==> config.mk <==
export PLATFORM = sky130hd
export DESIGN_NAME = rdc_counter
export DESIGN_NICKNAME = d
export VERILOG_FILES = /design/src/rdc_pkg.sv /design/src/rdc_counter.sv /design/src/rdc_prescaler.sv
export SDC_FILE = /design/constraint.sdc
export NUM_CORES = 1
export LEC_CHECK = 0
export BUFFER_PORTS_ARGS = -buffer_cell sky130_fd_sc_hd__clkbuf_2
export CAP_MARGIN = 20
export CORE_ASPECT_RATIO = 1.5
export CORE_MARGIN = 2
export CORE_UTILIZATION = 40
export DETAILED_ROUTE_END_ITERATION = 7
export PLACE_DENSITY = 0.65
export SKIP_LAST_GASP = 1
export SLEW_MARGIN = 20
export SYNTH_ARGS = -nofsm -noshare
export SYNTH_HDL_FRONTEND = slang
export SYNTH_SLANG_ARGS = --single-unit
==> constraint.sdc <==
create_clock -name clk -period 3.6 [get_ports clk]
set_input_delay 0.72 -clock clk [delete_from_list [all_inputs] [get_ports clk]]
set_output_delay 0.72 -clock clk [all_outputs]
set_load 0.01 [all_outputs]
==> src/rdc_pkg.sv <==
/*
 * Shared constants for the drift-corrected real-time counter: register
 * indices, field positions, reset values and crossing figures.
 * Assumes byte-wide registers, each in the low byte of one aligned 32-bit word.
 */
package rdc_pkg;

    // Register indices; the byte address is four times the index
    localparam logic [3:0] RDC_IDX_CONTROL = 4'h0;
    localparam logic [3:0] RDC_IDX_SYNC = 4'h1;
    localparam logic [3:0] RDC_IDX_IRQ_SETUP = 4'h2;
    localparam logic [3:0] RDC_IDX_IRQ_FLAGS = 4'h3;
    localparam logic [3:0] RDC_IDX_LATCH = 4'h4;
    localparam logic [3:0] RDC_IDX_TRIM = 4'h6;
    localparam logic [3:0] RDC_IDX_COUNT_LOW = 4'h8;
    localparam logic [3:0] RDC_IDX_COUNT_HIGH = 4'h9;
    localparam logic [3:0] RDC_IDX_LIMIT_LOW = 4'ha;
    localparam logic [3:0] RDC_IDX_LIMIT_HIGH = 4'hb;
    localparam logic [3:0] RDC_IDX_MATCH_LOW = 4'hc;
    localparam logic [3:0] RDC_IDX_MATCH_HIGH = 4'hd;

    // Field positions
    localparam int RDC_CTRL_CORR_BIT = 3;
    localparam logic [7:0] RDC_CTRL_MASK = 8'h0f;
    localparam logic [7:0] RDC_IRQ_SETUP_MASK = 8'h0f;
    localparam int RDC_FLAG_COMPARE_BIT = 1;
    localparam int RDC_FLAG_WRAP_BIT = 0;
    localparam int RDC_TRIM_DIR_BIT = 7;

    localparam logic [7:0] RDC_RESET_BYTE = 8'h00;
    localparam logic [15:0] RDC_RESET_WORD = 16'h0000;

    // Counter-clock edges from register write to effect
    localparam logic [1:0] RDC_SYNC_EDGES = 2'h2;
    // Correction interval in counter-clock cycles
    localparam int unsigned RDC_CORR_INTERVAL = 1000000;

    typedef enum logic [1:0] {
        RDC_TGT_CONTROL,
        RDC_TGT_COUNT,
        RDC_TGT_LIMIT,
        RDC_TGT_MATCH
    } rdc_target_type;

    // Last value of the prescaler counter for each select code
    function automatic logic [9:0] rdc_div_last(input logic [2:0] sel);
        unique case (sel)
            3'h1: rdc_div_last = 10'h000;
            3'h2: rdc_div_last = 10'h001;
            3'h3: rdc_div_last = 10'h007;
            3'h4: rdc_div_last = 10'h00f;
            3'h5: rdc_div_last = 10'h03f;
            3'h6: rdc_div_last = 10'h0ff;
            3'h7: rdc_div_last = 10'h3ff;
            default: rdc_div_last = 10'h000;
        endcase
    endfunction

endpackage

==> src/rdc_counter.sv <==
/*
 * Drift-corrected 16-bit real-time counter with an Avalon-MM slave.
 * Holds the registers, the byte latch for 16-bit access, the write
 * crossing with its busy flag, the counter, match logic, flags,
 * interrupt level outputs and thinned event pulses.
 * Assumes rtc_clk_in is a slow level synchronous to clk, and that the
 * bus master holds each request until waitrequest is seen low.
 */
// Contract
// - Prescale code 000 stops counting; others divide by 1,2,8,16,64,256,1024.
// - Setting correction_enable starts drift correction using drift_trim direction and size.
// - Clearing correction_enable stops correction only after the current interval ends.
// - Corrections repeat over an interval of about one million counter-clock cycles.
// - Each correction adds or drops one cycle; skew_count corrections per interval.
// - Direction 0 slows by dropping cycles; direction 1 speeds up by adding them.
// - Corrections appear in the tick_count value read back by software.
// - sync_pending_flag is high while a control/count/limit/match write crosses.
// - Count, limit and match updates take effect two counter-clock cycles later.
// - compare_irq_level enables and levels the compare request while its flag is set.
// - overflow_irq_level enables and levels the wrap request while wrap_flag is set.
// - compare_match_flag sets on the tick after a match; vector or write-one clears.
// - wrap_flag sets on the tick after a limit match; vector or write-one clears.
// - Low-byte write goes to byte_latch; low-byte read latches the high byte.
// - tick_count increments on each prescaled counter tick.
// - tick_count equal to wrap_limit sets wrap_flag and clears the count.
// - tick_count equal to match_value sets compare_match_flag.
// - No compare request or event when match_value exceeds wrap_limit.
// - Events every third match at limit zero, every second at one, else every.
`timescale 1ns/1ps
`default_nettype none
module rdc_counter
    import rdc_pkg::*;
#(
    parameter int unsigned CORR_INTERVAL = RDC_CORR_INTERVAL
) (
    input wire logic clk,
    input wire logic arst_n,
    input wire logic [5:0] address,
    input wire logic read,
    input wire logic write,
    input wire logic [31:0] writedata,
    input wire logic [3:0] byteenable,
    output logic [31:0] readdata,
    output logic waitrequest,
    input wire logic rtc_clk_in,
    input wire logic compare_vector_ack,
    input wire logic wrap_vector_ack,
    output logic [1:0] compare_irq,
    output logic [1:0] wrap_irq,
    output logic compare_event,
    output logic wrap_event
);
    logic [7:0] control_setup;
    logic [7:0] control_live;
    logic [7:0] irq_setup;
    logic [1:0] irq_flags;
    logic [7:0] byte_latch;
    logic [7:0] drift_trim;
    logic [15:0] tick_count;
    logic [15:0] wrap_limit;
    logic [15:0] match_value;
    logic sync_pending_flag;
    logic [1:0] sync_edges;
    rdc_target_type pend_target;
    logic [15:0] pend_value;
    logic rtc_prev;
    logic [1:0] wrap_ev_count;
    logic [1:0] cmp_ev_count;

    logic rtc_edge;
    logic count_tick;
    logic correcting;
    logic [3:0] idx;
    logic acc_wr;
    logic acc_rd;
    logic wr_en;
    logic [7:0] wbyte;
    logic start_sync;
    rdc_target_type next_target;
    logic [15:0] next_value;
    logic sync_apply;
    logic wrap_hit;
    logic cmp_hit;
    logic [1:0] ev_modulus;
    logic [1:0] flag_set;
    logic [1:0] flag_clr;
    logic [7:0] read_byte;

    assign idx = address[5:2];
    assign acc_wr = write && !waitrequest;
    // Read taken in its first cycle, with readdata, so the latch is atomic
    assign acc_rd = read && waitrequest;
    assign wr_en = acc_wr && byteenable[0];
    assign wbyte = writedata[7:0];
    assign rtc_edge = rtc_clk_in && !rtc_prev;

    always_ff @(posedge clk or negedge arst_n) begin
        if (!arst_n) begin
            rtc_prev <= 1'b0;
        end else begin
            rtc_prev <= rtc_clk_in;
        end
    end

    // Avalon slave: one wait cycle, then the answer
    always_ff @(posedge clk or negedge arst_n) begin
        if (!arst_n) begin
            waitrequest <= 1'b1;
        end else begin
            waitrequest <= !((read || write) && waitrequest);
        end
    end

    // High byte reads return the byte captured by the low-byte read
    always_comb begin
        unique case (idx)
            RDC_IDX_CONTROL: read_byte = control_setup;
            RDC_IDX_SYNC: read_byte = {7'h00, sync_pending_flag};
            RDC_IDX_IRQ_SETUP: read_byte = irq_setup;
            RDC_IDX_IRQ_FLAGS: read_byte = {6'h00, irq_flags};
            RDC_IDX_LATCH: read_byte = byte_latch;
            RDC_IDX_TRIM: read_byte = drift_trim;
            RDC_IDX_COUNT_LOW: read_byte = tick_count[7:0];
            RDC_IDX_LIMIT_LOW: read_byte = wrap_limit[7:0];
            RDC_IDX_MATCH_LOW: read_byte = match_value[7:0];
            RDC_IDX_COUNT_HIGH, RDC_IDX_LIMIT_HIGH, RDC_IDX_MATCH_HIGH: read_byte = byte_latch;
            default: read_byte = 8'h00;
        endcase
    end

    always_ff @(posedge clk or negedge arst_n) begin
        if (!arst_n) begin
            readdata <= 32'h0000_0000;
        end else if (read && waitrequest) begin
            readdata <= {24'h00_0000, read_byte};
        end
    end

    // Byte latch for atomic 16-bit access
    always_ff @(posedge clk or negedge arst_n) begin
        if (!arst_n) begin
            byte_latch <= RDC_RESET_BYTE;
        end else if (wr_en && (idx == RDC_IDX_LATCH || idx == RDC_IDX_COUNT_LOW
                || idx == RDC_IDX_LIMIT_LOW || idx == RDC_IDX_MATCH_LOW)) begin
            byte_latch <= wbyte;
        end else if (acc_rd) begin
            unique case (idx)
                RDC_IDX_COUNT_LOW: byte_latch <= tick_count[15:8];
                RDC_IDX_LIMIT_LOW: byte_latch <= wrap_limit[15:8];
                RDC_IDX_MATCH_LOW: byte_latch <= match_value[15:8];
                default: byte_latch <= byte_latch;
            endcase
        end
    end

    always_ff @(posedge clk or negedge arst_n) begin
        if (!arst_n) begin
            control_setup <= RDC_RESET_BYTE;
            irq_setup <= RDC_RESET_BYTE;
            drift_trim <= RDC_RESET_BYTE;
        end else if (wr_en) begin
            if (idx == RDC_IDX_CONTROL) begin
                control_setup <= wbyte & RDC_CTRL_MASK;
            end
            if (idx == RDC_IDX_IRQ_SETUP) begin
                irq_setup <= wbyte & RDC_IRQ_SETUP_MASK;
            end
            if (idx == RDC_IDX_TRIM) begin
                drift_trim <= wbyte;
            end
        end
    end

    // Writes that must cross into the counter-clock timing
    always_comb begin
        start_sync = 1'b0;
        next_target = RDC_TGT_CONTROL;
        next_value = {8'h00, wbyte & RDC_CTRL_MASK};
        if (wr_en) begin
            unique case (idx)
                RDC_IDX_CONTROL: begin
                    start_sync = 1'b1;
                end
                RDC_IDX_COUNT_HIGH: begin
                    start_sync = 1'b1;
                    next_target = RDC_TGT_COUNT;
                    next_value = {wbyte, byte_latch};
                end
                RDC_IDX_LIMIT_HIGH: begin
                    start_sync = 1'b1;
                    next_target = RDC_TGT_LIMIT;
                    next_value = {wbyte, byte_latch};
                end
                RDC_IDX_MATCH_HIGH: begin
                    start_sync = 1'b1;
                    next_target = RDC_TGT_MATCH;
                    next_value = {wbyte, byte_latch};
                end
                default: start_sync = 1'b0;
            endcase
        end
    end

    assign sync_apply = sync_pending_flag && rtc_edge && !start_sync
        && (sync_edges == RDC_SYNC_EDGES - 2'h1);

    always_ff @(posedge clk or negedge arst_n) begin
        if (!arst_n) begin
            sync_pending_flag <= 1'b0;
            sync_edges <= 2'h0;
            pend_target <= RDC_TGT_CONTROL;
            pend_value <= RDC_RESET_WORD;
        end else if (start_sync) begin
            sync_pending_flag <= 1'b1;
            sync_edges <= 2'h0;
            pend_target <= next_target;
            pend_value <= next_value;
        end else if (sync_apply) begin
            sync_pending_flag <= 1'b0;
            sync_edges <= 2'h0;
        end else if (sync_pending_flag && rtc_edge) begin
            sync_edges <= sync_edges + 2'h1;
        end
    end

    always_ff @(posedge clk or negedge arst_n) begin
        if (!arst_n) begin
            control_live <= RDC_RESET_BYTE;
            wrap_limit <= RDC_RESET_WORD;
            match_value <= RDC_RESET_WORD;
        end else if (sync_apply) begin
            if (pend_target == RDC_TGT_CONTROL) begin
                control_live <= pend_value[7:0];
            end
            if (pend_target == RDC_TGT_LIMIT) begin
                wrap_limit <= pend_value;
            end
            if (pend_target == RDC_TGT_MATCH) begin
                match_value <= pend_value;
            end
        end
    end

    rdc_prescaler #(
        .INTERVAL(CORR_INTERVAL)
    ) u_prescaler (
        .clk(clk),
        .arst_n(arst_n),
        .rtc_edge(rtc_edge),
        .prescale_select(control_live[2:0]),
        .correction_enable(control_live[RDC_CTRL_CORR_BIT]),
        .correction_direction(drift_trim[RDC_TRIM_DIR_BIT]),
        .skew_count(drift_trim[6:0]),
        .count_tick(count_tick),
        .correcting(correcting)
    );

    assign wrap_hit = count_tick && (tick_count == wrap_limit);
    assign cmp_hit = count_tick && (tick_count == match_value)
        && (match_value <= wrap_limit);

    always_ff @(posedge clk or negedge arst_n) begin
        if (!arst_n) begin
            tick_count <= RDC_RESET_WORD;
        end else if (sync_apply && pend_target == RDC_TGT_COUNT) begin
            tick_count <= pend_value;
        end else if (wrap_hit) begin
            tick_count <= RDC_RESET_WORD;
        end else if (count_tick) begin
            tick_count <= tick_count + 16'h0001;
        end
    end

    // Flags: a set in the same cycle as a clear wins
    assign flag_set = {cmp_hit, wrap_hit};
    assign flag_clr = {compare_vector_ack, wrap_vector_ack}
        | ((wr_en && idx == RDC_IDX_IRQ_FLAGS) ? wbyte[1:0] : 2'h0);

    always_ff @(posedge clk or negedge arst_n) begin
        if (!arst_n) begin
            irq_flags <= 2'h0;
        end else begin
            irq_flags <= (irq_flags & ~flag_clr) | flag_set;
        end
    end

    always_ff @(posedge clk or negedge arst_n) begin
        if (!arst_n) begin
            compare_irq <= 2'h0;
            wrap_irq <= 2'h0;
        end else begin
            compare_irq <= irq_flags[RDC_FLAG_COMPARE_BIT] ? irq_setup[3:2] : 2'h0;
            wrap_irq <= irq_flags[RDC_FLAG_WRAP_BIT] ? irq_setup[1:0] : 2'h0;
        end
    end

    // Event thinning for very short periods
    assign ev_modulus = (wrap_limit == 16'h0000) ? 2'h2
        : (wrap_limit == 16'h0001) ? 2'h1 : 2'h0;

    always_ff @(posedge clk or negedge arst_n) begin
        if (!arst_n) begin
            wrap_ev_count <= 2'h0;
            cmp_ev_count <= 2'h0;
            wrap_event <= 1'b0;
            compare_event <= 1'b0;
        end else begin
            wrap_event <= wrap_hit && (wrap_ev_count == 2'h0);
            compare_event <= cmp_hit && (cmp_ev_count == 2'h0);
            if (wrap_hit) begin
                wrap_ev_count <= (wrap_ev_count >= ev_modulus) ? 2'h0 : wrap_ev_count + 2'h1;
            end
            if (cmp_hit) begin
                cmp_ev_count <= (cmp_ev_count >= ev_modulus) ? 2'h0 : cmp_ev_count + 2'h1;
            end
        end
    end
endmodule
`default_nettype wire

==> src/rdc_prescaler.sv <==
/*
 * Drift correction and prescaler. Takes one pulse per counter-clock edge,
 * drops or adds single cycles spread over the correction interval, then
 * divides by the selected factor and gives one tick pulse per count.
 * Assumes counter-clock edges are at least two system cycles apart.
 */
`timescale 1ns/1ps
`default_nettype none
module rdc_prescaler
    import rdc_pkg::*;
#(
    parameter int unsigned INTERVAL = RDC_CORR_INTERVAL
) (
    input wire logic clk,
    input wire logic arst_n,
    input wire logic rtc_edge,
    input wire logic [2:0] prescale_select,
    input wire logic correction_enable,
    input wire logic correction_direction,
    input wire logic [6:0] skew_count,
    output logic count_tick,
    output logic correcting
);
    localparam int AW = $clog2(INTERVAL) + 1;
    localparam logic [AW-1:0] LAST = AW'(INTERVAL - 1);
    localparam logic [AW-1:0] SPAN = AW'(INTERVAL);

    if (INTERVAL < 128 || INTERVAL > 16777216) begin : g_bad_interval
        $error("INTERVAL must lie in 128..16777216");
    end

    logic [AW-1:0] phase;
    logic [AW-1:0] spread;
    logic extra_pending;
    logic [9:0] div_count;
    logic [AW-1:0] spread_sum;
    logic corr_hit;
    logic interval_end;
    logic src_pulse;

    // Even spacing: a correction at each wrap of the spread accumulator
    assign spread_sum = spread + AW'(skew_count);
    assign corr_hit = correcting && rtc_edge && (spread_sum >= SPAN);
    assign interval_end = correcting && rtc_edge && (phase == LAST);
    // Slow: drop the edge; fast: add a second pulse one cycle later
    assign src_pulse = (rtc_edge && !(corr_hit && !correction_direction))
        || extra_pending;

    always_ff @(posedge clk or negedge arst_n) begin
        if (!arst_n) begin
            correcting <= 1'b0;
            phase <= '0;
            spread <= '0;
        end else if (!correcting) begin
            if (correction_enable) begin
                correcting <= 1'b1;
                phase <= '0;
                spread <= '0;
            end
        end else if (interval_end) begin
            correcting <= correction_enable;
            phase <= '0;
            spread <= '0;
        end else if (rtc_edge) begin
            phase <= phase + 1'b1;
            spread <= corr_hit ? spread_sum - SPAN : spread_sum;
        end
    end

    always_ff @(posedge clk or negedge arst_n) begin
        if (!arst_n) begin
            extra_pending <= 1'b0;
        end else begin
            extra_pending <= corr_hit && correction_direction;
        end
    end

    always_ff @(posedge clk or negedge arst_n) begin
        if (!arst_n) begin
            div_count <= '0;
            count_tick <= 1'b0;
        end else if (prescale_select == 3'h0) begin
            div_count <= '0;
            count_tick <= 1'b0;
        end else if (src_pulse) begin
            if (div_count >= rdc_div_last(prescale_select)) begin
                div_count <= '0;
                count_tick <= 1'b1;
            end else begin
                div_count <= div_count + 1'b1;
                count_tick <= 1'b0;
            end
        end else begin
            count_tick <= 1'b0;
        end
    end
endmodule
`default_nettype wire

Yosys cells after proc, flatten, opt, wreduce, memory -nomap -nowiden
Cells that the tools add are included.
{"block": "classes", "addsub": 8, "n_lt_le_gt_ge": 5, "eq_ne": 26, "mux": 45, "n_bitwise": 4, "n_reduce_logical": 57}
{"cell": "$mux W21", "n": 8}
{"cell": "$mux W16", "n": 5}
{"cell": "$pmux W8 S9", "n": 1}
{"cell": "$pmux W10 S6", "n": 1}
{"cell": "$mux W10", "n": 5}
{"cell": "$eq A16 B16 Y1", "n": 2}
{"cell": "$eq A4 B4 Y1 const B", "n": 6}
{"cell": "$pmux W8 S3", "n": 1}
{"cell": "$logic_and A1 B1 Y1", "n": 22}
{"cell": "$add A21 B1 Y21 const B", "n": 1}
{"cell": "$add A21 B7 Y21", "n": 1}
{"cell": "$eq A21 B20 Y1 const B", "n": 1}
{"cell": "$ge A21 B20 Y1 const B", "n": 1}
{"cell": "$sub A21 B20 Y21 const B", "n": 1}
{"cell": "$mux W2", "n": 10}
{"cell": "$add A16 B1 Y16 const B", "n": 1}
{"cell": "$eq A16 B1 Y1 const B", "n": 1}
{"cell": "$le A16 B16 Y1", "n": 1}
{"cell": "$logic_not A16 Y1", "n": 1}
{"cell": "$mux W8", "n": 2}
{"cell": "$reduce_and A2 Y1", "n": 8}
{"cell": "$eq A3 B3 Y1 const B", "n": 4}
{"cell": "$mux W1", "n": 11}
{"cell": "$add A10 B1 Y10 const B", "n": 1}
{"cell": "other kinds (24)", "n": 49}
{"block": "word_totals", "reg_bits": 174, "word_cells": 173}

Logic depth before layout (Yosys ltp)
Gate-level depths: netlist (run 1).
{"block": "logic_depth", "ltp_word": 14, "ltp_mapped": 19}

By module
From an unflattened synthesis (run 1), not the netlist that was laid out.
{"block": "hier_totals", "cells_unflattened": 1130, "area_unflattened_um2": 10855.4}
{"module": "rdc_counter", "instances": 1, "cells_each": 655, "area_each_um2": 6852.8}
{"module": "rdc_prescaler", "instances": 1, "cells_each": 475, "area_each_um2": 4002.6}

Least setup slack after synthesis (run 1)
No wires, ideal clock.
{"block": "synth_path", "path_kind": "reg-to-reg", "start": "register drift_trim[0]", "end": "register u_prescaler.div_count[5]", "setup_time_ns": 0.092, "arrival_ns": 3.640, "setup_slack_ns": -0.132, "path_stages_with_launch": 20, "path_buffers": 1, "path_cell_list": "dfrtp_1 -> ha_1 -> inv_1 -> fa_1 -> nor2b_4 -> o31ai_2 -> nor2b_1 -> xnor2_1 -> ha_1 -> nand2_1 -> nor3_1 -> o211ai_1 -> o41ai_4 -> nor4_4 -> o31ai_4 -> a31oi_4 -> nor3b_2 -> buf_4 -> o2bb2a_1 -> o31ai_2"}
{"block": "synth_via", "elab_chain_len": 8}
{"element": "start: declaration", "line_no": "rdc_counter.sv:58", "rtl": "logic [7:0] drift_trim;"}
{"element": "start signal: assignment", "line_no": "rdc_counter.sv:169", "rtl": "drift_trim <= wbyte;"}
{"element": "$add A21 B7 Y21", "line_no": "rdc_prescaler.sv:42", "rtl": "assign spread_sum = spread + AW'(skew_count);"}
{"element": "$ge A21 B20 Y1", "line_no": "rdc_prescaler.sv:43", "rtl": "assign corr_hit = correcting && rtc_edge && (spread_sum >= SPAN);"}
{"element": "$logic_and A1 B1 Y1", "line_no": "rdc_prescaler.sv:43"}
{"element": "$logic_and A1 B1 Y1", "line_no": "rdc_prescaler.sv:46", "rtl": "assign src_pulse = (rtc_edge && !(corr_hit && !correction_direction))"}
{"element": "$logic_not A1 Y1", "line_no": "rdc_prescaler.sv:46"}
{"element": "$logic_and A1 B1 Y1", "line_no": "rdc_prescaler.sv:46"}
{"element": "$logic_or A1 B1 Y1", "line_no": "rdc_prescaler.sv:47", "rtl": "|| extra_pending;"}
{"element": "$reduce_bool A2 Y1 (no source line)"}
{"element": "end signal: assignment", "line_no": "rdc_prescaler.sv:90", "rtl": "div_count <= div_count + 1'b1;"}
{"element": "end: declaration", "line_no": "rdc_prescaler.sv:35", "rtl": "logic [9:0] div_count;"}
Every way passes these cells.
A chain may end at the register's enable or synchronous reset.

Worst setup path after layout (run 1)
{"block": "layout_path", "start": "register u_prescaler.spread[0]", "end": "register u_prescaler.spread[11]"}
{"block": "layout_via", "elab_chain_len": 7}
{"element": "start: declaration", "line_no": "rdc_prescaler.sv:33", "rtl": "logic [AW-1:0] spread;"}
{"element": "start signal: assignment", "line_no": "rdc_prescaler.sv:66", "rtl": "spread <= corr_hit ? spread_sum - SPAN : spread_sum;"}
{"element": "$add A21 B7 Y21 (*)", "line_no": "rdc_prescaler.sv:42"}
{"element": "$ge A21 B20 Y1", "line_no": "rdc_prescaler.sv:43"}
{"element": "$logic_and A1 B1 Y1", "line_no": "rdc_prescaler.sv:43"}
{"element": "$mux W21 (*)", "line_no": "rdc_prescaler.sv:66"}
{"element": "$mux W21 (*)", "line_no": "rdc_prescaler.sv:64", "rtl": "end else if (rtc_edge) begin"}
{"element": "$mux W21 (*)", "line_no": "rdc_prescaler.sv:60", "rtl": "end else if (interval_end) begin"}
{"element": "$mux W21 (*)", "line_no": "rdc_prescaler.sv:54", "rtl": "end else if (!correcting) begin"}
Mark *: on every way between the ends. The rest lies on a longest branch, timed or not. The select of a mux whose other input is x is not followed.

==> results.md, run 1 <==
* **die extent in y** 202 um
* **DRC Markers** 0
* **detailed-route vias per instance** 5.59
* **setup TNS** -4320 ps
* **total wirelength of the detailed-routed design** 29200 um
* **number of warning messages in the yosys log** 0
* **Multi-input gate area** 5940 sq um
* **launch point of the worst reg-to-reg path** u_prescaler.spread[0]
* **final hold slack** 245 ps
* **post-route fraction of the period consumed by the critical path** 1.07
* **Syn Std Cell Area** 10500 sq um
* **largest net degree at the start of global routing** 62
* **initial cell density of the core** 0.406
* **Final setup violation count** 23
* **number of placement rows** 72
* **commonest non-fill, non-tap cells in the layout** 173 x dfrtp_1, 166 x nand2_1, 87 x buf_4
* **htree depth** 4
* **buffer levels on the longest clock path** 2
* **Worst Path Required** 3980 ps
* **most common library cell in the layout ignoring fill and taps** dfrtp_1
* **number of iterations in the first detailed-routing pass** 5
* **number of instances in the synthesized netlist** 1126
* **CTS sink count** 174
* **type of the worst setup path** reg -> reg
* **unrepaired setup endpoints after global routing** yes
* **Hold-fix buffers, CTS** 0
* **Final GP Congestion** 0.936
* **sort of element at the start of the critical path** flip-flop
* **average cell area after synthesis** 9.33 sq um
* **worst max-slew margin expressed relative to the limit** 0.484
* **static leakage** 5.69 nW
* **grt ovf** 0
* **CP Data Arrival Time** 4250 ps
* **slack of the worst reg-to-reg path** -270 ps
* **worst-case setup slack after placement** -284 ps
* **ys flop type** dfrtp_1
* **die width** 136 um
* **Placeable Area** 25900 sq um
* **shortest clock period the worst path allows after layout** 3870 ps
* **outcome** finished with violations
* **antenna violations before repair** 0
* **Worst Setup Slack, final** -268 ps
* **number of top-level pins** 88
* **reg-to-reg endpoint** u_prescaler.spread[11]
* **endpoint kind of the worst setup timing path** flip-flop
* **via total after detailed routing** 8770
* **1st-iter DRT viols** 621
* **area growth from synthesis to final layout** 18.5%
* **share of synthesized area occupied by flip-flops and latches** 0.415
* **register cell area after layout** 4360 sq um
* **Routed Antenna Nets** 0
* **number of enable flip-flop cells after synthesis** 0
* **net count reported at finish** 1318
* **violated checks** setup timing
* **clock-pin slew on the worst setup and hold paths** 60 ps
* **number of cells on the worst reg-to-reg path** 20
* **clock tree from TritonCTS** built
* **diode count** 0
* **biggest fanout along the worst timing path** 5
* **total routing usage reported by global routing** 0.219
* **number of flip-flops and latches in the synthesized netlist** 174
* **post-route total power** 7.73 mW
* **number of violations of the max-capacitance limit** 0
* **DR WL/cell** 18.6 um
* **clock insertion delay at the later pin of the skew report** 450 ps
* **Layout fillers** 2363
* **finished layout cell area** 12500 sq um
* **fraction of layout cells with a size suffix above 1** 0.222
* **Final Skew** 8.00 ps
* **half-perimeter wire length after detailed placement** 21300 um
* **wire length of the first global-routing pass** 46500 um
* **quantity of I/O buffers inserted on ports** 34
* **Power Density** 620 nW/um^2
* **type of the worst min-delay path** in -> async
* **maximum vdd ir drop** 369 uV
* **Worst Tran Pin Value** 768 ps
* **Area after DPL** 11500 sq um
* **number of library cell types mapped by synthesis** 83
* **fmax** 0.259 GHz
* **max-slew violations** 0
* **TritonCTS buffer count** 17
* **Fin. Hold Viols** 0
* **via count of the first global-routing pass** 8684
* **proportion of synthesized flip-flops having asynchronous set or reset** 1.00
* **Die Footprint** 27600 sq um
* **root buffer cell** clkbuf_16
[cells by family after synthesis]
group | count (synthesis) | synth area share
flip-flops | 174 | 0.415
AND/OR/NAND/NOR | 397 | 0.185
adder cells (fa/ha/maj) | 45 | 0.0543
XOR/XNOR | 82 | 0.0691
AO/OA/AOI/OAI | 267 | 0.184
other | 1 | 0.000357
multiplexers | 36 | 0.0381
buffers and inverters | 124 | 0.0551
[synth_stat cells (24+ instances only)]
library cell	number	area, sq um
o31ai_1	24	180
nand2_1	173	649
dfrtp_1	173	4330
inv_1	47	176
buf_4	26	195
xnor2_1	33	289
mux2_2	32	360
nand3_1	43	215
clkbuf_1	46	173
xor2_1	48	420
o21ai_0	82	410
nor2_1	41	154
ha_1	44	551
a21oi_1	29	145
[worst max-delay path, cell delays in order (launching register included)]
cell and delay, ps:
dfrtp_1 390, ha_4 160, inv_2 30, fa_2 370
nor2b_4 160, o31ai_4 70, nor2b_4 140, xnor2_2 160
ha_2 210, nand2_2 50, nor3_2 100, o211ai_1 170
o41ai_4 400, nor4_4 110, buf_4 160, o41ai_4 310
buf_6 170, and3b_1 190, a311oi_2 50, or3_1 320
nand3_1 90
[layer usage]
metal  share of wire  vias up  global-route usage
met3           0.046       85              0.0402
met2            0.53      275               0.398
met1            0.38     4260               0.248
met4           0.040        0              0.0926
li1                -     4150                   -
met5               0        -                   0
[final cells by class]
class | count | share of cell area
inverters | 47 | 0.0142
multi-input cells | 851 | 0.477
flip-flops and latches | 174 | 0.350
repair buffers | 133 | 0.0784
clock buffers | 19 | 0.0356
clock inverters | 13 | 0.0114
well taps | 333 | 0.0335
[how the worst max path moves through the flow]
| stage | startpoint | to | slack, ps | cells after the start |
|---|---|---|---|---|
| after global routing | u_prescaler.spread[0] | u_prescaler.spread[11] | -420 | 20 |
| after CTS | drift_trim[0] | u_prescaler.spread[16] | -210 | 19 |
| after global placement | drift_trim[0] | u_prescaler.spread[12] | -240 | 19 |
| after floorplan | drift_trim[2] | u_prescaler.div_count[5] | 7 | 17 |
| final | u_prescaler.spread[0] | u_prescaler.spread[11] | -270 | 20 |
| after detailed placement | drift_trim[0] | u_prescaler.spread[12] | -280 | 19 |
[sequential cells by signal, summed over array words and instances, names as in the netlist, 4 cells and up]
name	flops
u_prescaler.phase	21
u_prescaler.spread	21
match_value	16
pend_value	16
tick_count	16
wrap_limit	16
u_prescaler.div_count	10
byte_latch	8
drift_trim	8
readdata	8
control_live	4
control_setup	4
irq_setup	4
[stage by stage]
stage / utilization / std cells
after detailed placement: 0.445 / 1523
after global placement: 0.445 / 1523
after floorplan: - / 1149
after global routing: 0.482 / 1570
after CTS: 0.472 / 1562
final: 0.482 / 1570
[report_power, final]
| part | switching (mW) | internal [mW] |
|---|---|---|
| Combinational | 1.42 | 1.38 |
| Sequential | 0.673 | 2.38 |
| Clock | 0.826 | 1.04 |
| Total | 2.92 | 4.81 |
[repair_timing]
action                     CTS  global route
resized for setup           12            48
setup endpoints to repair   23            25
buffers inserted             6             8
pin swaps                    1            30
cloned                       1             1
Note: power is estimated with default switching activity, not from simulation.
==> inputs of run 2 (changes only) <==
--- a/config.mk
+++ b/config.mk
@@ -16,4 +16,5 @@
 export SLEW_MARGIN = 20
 export SYNTH_ARGS = -nofsm -noshare
 export SYNTH_HDL_FRONTEND = slang
+export SYNTH_HIERARCHICAL = 1
 export SYNTH_SLANG_ARGS = --single-unit
==> run 2 against run 1 <==
The flow now finishes without violations. Critical path depth down 5. Combinational power down 41%. Total power down 22%. Global-route usage down 1.2 points. Largest power group unchanged.
==> results.md, run 2 <==
* **outcome** complete, no violations
* **post-route fraction of the period consumed by the critical path** 0.967
* **switching component of the power** 2.17 mW
* **post-synthesis compound-gate area fraction** 0.178
* **die extent in y** 206 um
* **htree depth** 4
* **leading cell type by number of instances after synthesis** dfrtp_1
* **Syn Std Cell Area** 10900 sq um
* **diode count** 0
* **net count reported at finish** 1302
* **portion of netlist area occupied by mux cells** 0.0693
* **fraction of power consumed by sequential logic** 0.424
* **internal cell power** 3.87 mW
* **Fin. Hold Viols** 0
* **Final setup violation count** 0
* **antenna violations before repair** 1
* **parity-gate share of the synthesized area counting xor and xnor cells** 0.0549
* **initial cell density of the core** 0.408
* **number of top-level pins** 88
* **unrepaired setup endpoints after global routing** yes
* **clock-pin slew on the worst setup and hold paths** 80 ps
* **number of enable flip-flop cells after synthesis** 0
* **slowest cell delay on critical path** 510 ps
* **largest net degree at the start of global routing** 76
* **arithmetic-cell share of the synthesized area counting full adders, half adders and majority gates** 0.0526
* **Die Footprint** 28500 sq um
* **1st-iter DRT viols** 560
* **number of warning messages in the yosys log** 6
* **Worst Tran Pin Value** 1090 ps
* **Worst Setup Slack, final** 117 ps
* **fraction of layout cells with a size suffix above 1** 0.203
* **half-perimeter wire length after detailed placement** 21300 um
* **portion of synthesized cell area occupied by the leading cell type** 0.399
* **number of cells on the worst reg-to-reg path** 15
* **number of instances in the synthesized netlist** 1130
* **worst max-slew margin expressed relative to the limit** 0.271
* **global-route track usage on met3** 0.0358
* **relative contribution of the clock network to total power** 0.304
* **Inst Count DP** 1512
* **average cell area after synthesis** 9.61 sq um
* **die width** 139 um
* **relative contribution of combinational cells to total power** 0.272
* **static leakage** 5.72 nW
* **shortest clock period the worst path allows after layout** 3480 ps
* **Power Density** 486 nW/um^2
* **sort of element at the start of the critical path** flip-flop
* **list of most frequent post-synthesis cells** 173 x dfrtp_1, 119 x nand2_1, 66 x nor2_1
* **final non-filler cell total** 1557
* **Area contributors post-synth** dfrtp_1 40%, ha_1 5.1%, nand2_1 4.1%, mux2_2 3.9%, xor2_1 3.1%
* **DR WL/cell** 19.0 um
* **library cell contributing the largest single delay on the critical path** or4_4
* **DRC Markers** 0
* **most common library cell in the layout ignoring fill and taps** dfrtp_1
* **wire length of the first global-routing pass** 47200 um
* **quantity of I/O buffers inserted on ports** 34
* **root buffer cell** clkbuf_16
* **registers with the most flip-flops** u_prescaler/phase: 21 flops, u_prescaler/spread: 21 flops
* **Hold-fix buffers, CTS** 0
* **type of the worst setup path** reg -> reg
* **GRT Max-Usage Layer** met2
* **number of flip-flops and latches in the synthesized netlist** 174
* **Worst Path Required** 3970 ps
* **worst-case setup slack after placement** -141 ps
* **fraction of met1 tracks used by global routing** 0.236
* **reg-to-reg endpoint** u_prescaler/div_count[9]
* **grt ovf** 0
* **maximum vdd ir drop** 352 uV
* **slack of the worst reg-to-reg path** 120 ps
* **total wirelength of the detailed-routed design** 29600 um
* **total routing usage reported by global routing** 0.207
* **CTS sink count** 174
* **proportion of synthesized flip-flops having asynchronous set or reset** 1.00
* **number of iterations in the first detailed-routing pass** 5
* **CP Data Arrival Time** 3850 ps
* **Final GP Congestion** 0.908
* **number of violations of the max-capacitance limit** 0
* **switching power as a share of total power** 0.359
* **endpoint kind of the worst setup timing path** flip-flop
* **number of library cell types mapped by synthesis** 89
* **share of synthesized area occupied by flip-flops and latches** 0.401
* **Routed Antenna Nets** 0
* **ys flop type** dfrtp_1
* **type of the worst min-delay path** in -> async
* **clock insertion delay at the later pin of the skew report** 440 ps
* **buffer levels on the longest clock path** 2
* **launch point of the worst reg-to-reg path** drift_trim[0]
* **post-route total power** 6.03 mW
* **simple-gate area share of the yosys netlist** 0.182
* **max-slew violations** 0
* **area growth from synthesis to final layout** 14.5%
* **Synth area leader** dfrtp_1
* **detailed-route vias per instance** 5.79
* **critical-path cell list** ha_2 > inv_2 > fa_2 > nand2b_4 > a21oi_4 > o31ai_4 > buf_6 > or3_4 > a211oi_4 > o311ai_4 > buf_6 > a21oi_4 > nor2_4 > or4_4 > a21oi_2
* **biggest fanout along the worst timing path** 4
* **number of placement rows** 73
* **TritonCTS buffer count** 17
* **Placeable Area** 26600 sq um
* **via count of the first global-routing pass** 8959
* **clock tree from TritonCTS** built
* **Final Skew** 11.8 ps
* **fmax** 0.287 GHz
* **commonest non-fill, non-tap cells in the layout** 173 x dfrtp_1, 119 x nand2_1, 79 x buf_4
* **routing usage on met2** 0.376
* **largest family of logic cells by synthesized area** simple AND/OR/NAND/NOR gates
* **via total after detailed routing** 9013
## run 2: changes by cell type after synthesis, sizes merged, moves of 13 or more
cell,delta
a22o,+13
o21ai,-20
nand2,-52
mux2,+19
buf,+25
nor2,+28
clkbuf,-20
## run 2: timing repair
action | in CTS | in global routing
buffers inserted | 3 | 10
gates resized for setup | 7 | 20
setup endpoints to repair | 13 | 26
cloned | 0 | 1
pin swaps | 3 | 10
## run 2: per-stage QoR
step	hold slack (ps)	utilization	setup TNS, ps	cell area (sq um)
after floorplan	424	-	0	10900
after global placement	458	0.436	-115	11600
after detailed placement	467	0.436	-835	11600
after CTS	320	0.461	-114	12200
after global routing	334	0.468	-61.4	12400
final	285	0.468	0	12400
## run 2: worst max path at each step
stage                                from                        to  slack, ps
CTS                         drift_trim[0]     u_prescaler/spread[9]        -40
global route        u_prescaler/spread[0]  u_prescaler/div_count[9]        -30
global placement            drift_trim[0]  u_prescaler/div_count[9]        -60
finish                      drift_trim[0]  u_prescaler/div_count[9]        120
floorplan                   drift_trim[0]    u_prescaler/spread[12]        220
detailed placement          drift_trim[0]  u_prescaler/div_count[9]       -140
## run 2: area by class of cell
| class | count | area [sq um] |
|---|---|---|
| clock buffer | 17 | 425 |
| clock inverter | 14 | 146 |
| fill | 2518 | 14200 |
| inverter | 44 | 165 |
| multi-input combinational | 854 | 6080 |
| sequential | 174 | 4360 |
| tap | 337 | 422 |
| timing repair buffer | 117 | 832 |
## run 2: kinds of logic (layout without fill, tap and decap cells)
| logic type | count (synthesis) | after routing |
|---|---|---|
| buf+inv | 126 | 192 |
| mux | 63 | 63 |
| simple gates | 383 | 383 |
| xor+xnor | 68 | 68 |
| compound gates | 270 | 271 |
| other cells | 1 | 24 |
| fa+ha+maj | 45 | 45 |
| flops | 174 | 174 |
## run 2: layer usage
metal | wire length [um] | vias up
met3 | 1290 | 76
met2 | 15500 | 251
met5 | 0 | -
met4 | 1240 | 0
met1 | 11600 | 4483
li1 | - | 4203
## run 2: power groups by stage
stage	Sequential, mW	Combinational, mW	Clock (mW)
after global routing	2.59	1.82	1.95
after global placement	2.58	1.57	0
after CTS	2.55	1.62	1.86
after floorplan	2.43	1.19	0
after detailed placement	2.59	1.60	0
final	2.56	1.64	1.83
## run 2: worst max-delay path: cells and delay by family (launching register included)
kind | cells | cell delay, ps
adders and majority gates | 2 | 520
AOI/OAI and AO/OA | 6 | 1090
and+or+nand+nor | 4 | 1090
DFF | 1 | 360
buffers and inverters | 3 | 360
==> inputs of run 3 (changes only) <==
--- a/config.mk
+++ b/config.mk
@@ -5,6 +5,7 @@
 export SDC_FILE = /design/constraint.sdc
 export NUM_CORES = 1
 export LEC_CHECK = 0
+export ABC_AREA = 1
 export BUFFER_PORTS_ARGS = -buffer_cell sky130_fd_sc_hd__clkbuf_2
 export CAP_MARGIN = 20
 export CORE_ASPECT_RATIO = 1.5
==> run 3 against run 2 <==
Via count grew 21%. Critical path depth grew 7. Utilization shrank 2.0 points. Critical path type unchanged. Critical endpoint is now u_prescaler/div_count[4]. Largest cell class unchanged.
==> results.md, run 3 <==
* **outcome** complete, no violations
* **worst-case setup slack after placement** 192 ps
* **fmax** 0.298 GHz
* **Buffers & Inverters on Critical Path** 4
* **worst max-slew margin expressed relative to the limit** 0.425
* **ys flop type** dfrtp_1
* **sort of element at the start of the critical path** flip-flop
* **total routing usage reported by global routing** 0.237
* **DR WL/cell** 16.8 um
* **launch point of the worst reg-to-reg path** drift_trim[0]
* **Inst Count DP** 2063
* **average cell area after synthesis** 7.10 sq um
* **post-synthesis compound-gate area fraction** 0.0957
* **CP dominant cell by count** nand2_1
* **proportion of synthesized flip-flops having asynchronous set or reset** 1.00
* **number of instances in the synthesized netlist** 1658
* **static leakage** 6.58 nW
* **Syn Std Cell Area** 11800 sq um
* **wire length of the first global-routing pass** 56200 um
* **portion of netlist area occupied by mux cells** 0
* **setup TNS** 0 ps
* **Routed Antenna Nets** 0
* **CTS sink count** 174
* **number of cells on the worst reg-to-reg path** 22
* **final hold slack** 285 ps
* **1st-iter DRT viols** 652
* **cell type group with the largest total delay on the critical path** simple AND/OR/NAND/NOR gates
* **quantity of I/O buffers inserted on ports** 34
* **number of enable flip-flop cells after synthesis** 0
* **unrepaired setup endpoints after global routing** no
* **htree depth** 4
* **arithmetic-cell share of the synthesized area counting full adders, half adders and majority gates** 0.0485
* **leading cell type by number of instances after synthesis** nand2_1
* **parity-gate share of the synthesized area counting xor and xnor cells** 0.0201
* **Final Skew** 15.9 ps
* **endpoint kind of the worst setup timing path** flip-flop
* **list of most frequent post-synthesis cells** 525 x nand2_1, 209 x inv_1, 173 x dfrtp_1
* **shortest clock period the worst path allows after layout** 3350 ps
* **Worst Path Required** 3990 ps
* **Placeable Area** 28800 sq um
* **portion of synthesized cell area occupied by the leading cell type** 0.368
* **biggest fanout along the worst timing path** 10
* **type of the worst setup path** reg -> reg
* **post-route total power** 9.15 mW
* **count of buffers added by post-CTS timing repair for setup** 0
* **die width** 144 um
* **clock-pin slew on the worst setup and hold paths** 70 ps
* **Fin. Hold Viols** 0
* **initial cell density of the core** 0.409
* **number of placement rows** 76
* **Power Density** 710 nW/um^2
* **TritonCTS buffer count** 17
* **DRC Markers** 0
* **Die Footprint** 30900 sq um
* **type of the worst min-delay path** in -> async
* **via total after detailed routing** 10900
* **share of synthesized area occupied by flip-flops and latches** 0.370
* **register cell area after layout** 4360 sq um
* **number of iterations in the first detailed-routing pass** 5
* **CP Data Arrival Time** 3740 ps
* **post-route fraction of the period consumed by the critical path** 0.931
* **total wirelength of the detailed-routed design** 35100 um
* **number of violations of the max-capacitance limit** 0
* **buffer levels on the longest clock path** 2
* **slowest cell delay on critical path** 400 ps
* **commonest non-fill, non-tap cells in the layout** 525 x nand2_1, 209 x inv_1, 173 x dfrtp_1
* **clock tree from TritonCTS** built
* **Multi-input gate area** 6250 sq um
* **die extent in y** 214 um
* **max-slew violations** 0
* **area growth from synthesis to final layout** 9.40%
* **maximum vdd ir drop** 286 uV
* **number of warning messages in the yosys log** 6
* **Synth area leader** dfrtp_1
* **number of library cell types mapped by synthesis** 59
* **utilization after layout** 0.447
* **number of top-level pins** 88
* **Final setup violation count** 0
* **Worst Tran Pin Value** 860 ps
* **critical-path cell list** ha_1 > inv_1 > fa_1 > inv_1 > nand2_1 > nand2_1 > nand3_1 > nand3b_1 > nand2_1 > inv_1 > ha_1 > nand4_1 > nor2_1 > nand3_1 > nor2_1 > nand3_2 > nand3_4 > nand3_1 > nand2_2 > buf_4 > nand4_1 > nand2_1
* **net count reported at finish** 1786
* **detailed-route vias per instance** 5.20
* **fraction of layout cells with a size suffix above 1** 0.110
* **Hold-fix buffers, CTS** 0
* **largest net degree at the start of global routing** 84
* **finished layout cell area** 12900 sq um
* **library cell contributing the largest single delay on the critical path** dfrtp_1
* **registers with the most flip-flops** u_prescaler/phase: 21 flops, u_prescaler/spread: 21 flops
* **final non-filler cell total** 2096
* **largest family of logic cells by synthesized area** simple AND/OR/NAND/NOR gates
* **Worst Setup Slack, final** 249 ps
* **via count of the first global-routing pass** 10600
* **grt ovf** 0
* **root buffer cell** clkbuf_16
* **Area after DPL** 12300 sq um
* **Area contributors post-synth** dfrtp_1 37%, nand2_1 17%, inv_1 6.7%, nand3_1 5.1%, ha_1 4.7%
* **slack of the worst reg-to-reg path** 250 ps
* **antenna violations before repair** 1
* **simple-gate area share of the yosys netlist** 0.358
* **number of flip-flops and latches in the synthesized netlist** 174
* **half-perimeter wire length after detailed placement** 27100 um
* **Final GP Congestion** 0.995
* **most common library cell in the layout ignoring fill and taps** nand2_1
* **reg-to-reg endpoint** u_prescaler/div_count[4]
* **Layout fillers** 2967
* **clock insertion delay at the later pin of the skew report** 460 ps
## run 3: cell count changes in the layout (fill, tap and decap cells not counted), sizes merged, moves of 25 or more
cell   previous run  this run
a22o             28         2
buf              84        22
inv              54       227
mux2             51         0
nand2           121       549
nand3            39       144
nand4            18        55
nor2             69       146
o21ai            68        93
o22ai             1        27
o31ai            29         2
## run 3: how the worst max path moves through the flow
stage,startpoint,to,cells after the start,slack (ps)
finish,drift_trim[0],u_prescaler/div_count[4],22,250
global placement,drift_trim[0],u_prescaler/div_count[6],22,260
CTS,drift_trim[0],u_prescaler/div_count[5],22,170
detailed placement,drift_trim[0],u_prescaler/div_count[5],22,190
global route,drift_trim[0],u_prescaler/div_count[9],22,30
floorplan,drift_trim[0],u_prescaler/spread[17],23,840
## run 3: timing repair
action	in CTS	in global routing
gates resized for setup	0	1
setup endpoints to repair	0	11
endpoints found under the hold margin	0	0
## run 3: routing by layer
layer / share of wire / GRT usage / wire [um]
met1: 0.38 / 0.266 / 13200
met2: 0.50 / 0.408 / 17700
met4: 0.073 / 0.159 / 2560
met5: 0 / 0 / 0
met3: 0.046 / 0.0371 / 1620
## run 3: layout make-up
class | count | share of cell area
Tap cell | 390 | 0.0379
Inverter | 221 | 0.0646
Clock inverter | 15 | 0.0114
Antenna cell | 1 | 0.000194
Timing Repair Buffer | 56 | 0.0296
Sequential cell | 174 | 0.338
Clock buffer | 17 | 0.0330
Multi-Input combinational cell | 1222 | 0.485
## run 3: power by group
group	internal (mW)	total, mW	switching, mW	leakage [nW]
logic	1.33	4.03	2.69	4.06
registers	2.56	3.29	0.731	2.24
clock network	0.920	1.83	0.908	0.281
total	4.81	9.15	4.33	6.58
## run 3: worst reg2reg max path: stages, from the launching register on
cell      delay [ps]
dfrtp_1          400
ha_1             210
inv_1             60
fa_1             400
inv_1            100
nand2_1           70
nand2_1           90
nand3_1          110
nand3b_1         100
nand2_1           70
inv_1             70
ha_1             160
nand4_1           90
nor2_1           110
nand3_1          110
nor2_1           150
nand3_2          120
nand3_4          110
nand3_1          200
nand2_2          160
buf_4            180
nand4_1           90
nand2_1          100
## run 3: kinds of logic after synthesis
kind of cell | count (synthesis)
buffers and inverters | 285
flip-flops | 174
AO/OA/AOI/OAI | 189
adder cells (fa/ha/maj) | 45
AND/OR/NAND/NOR | 937
XOR/XNOR | 27
other | 1
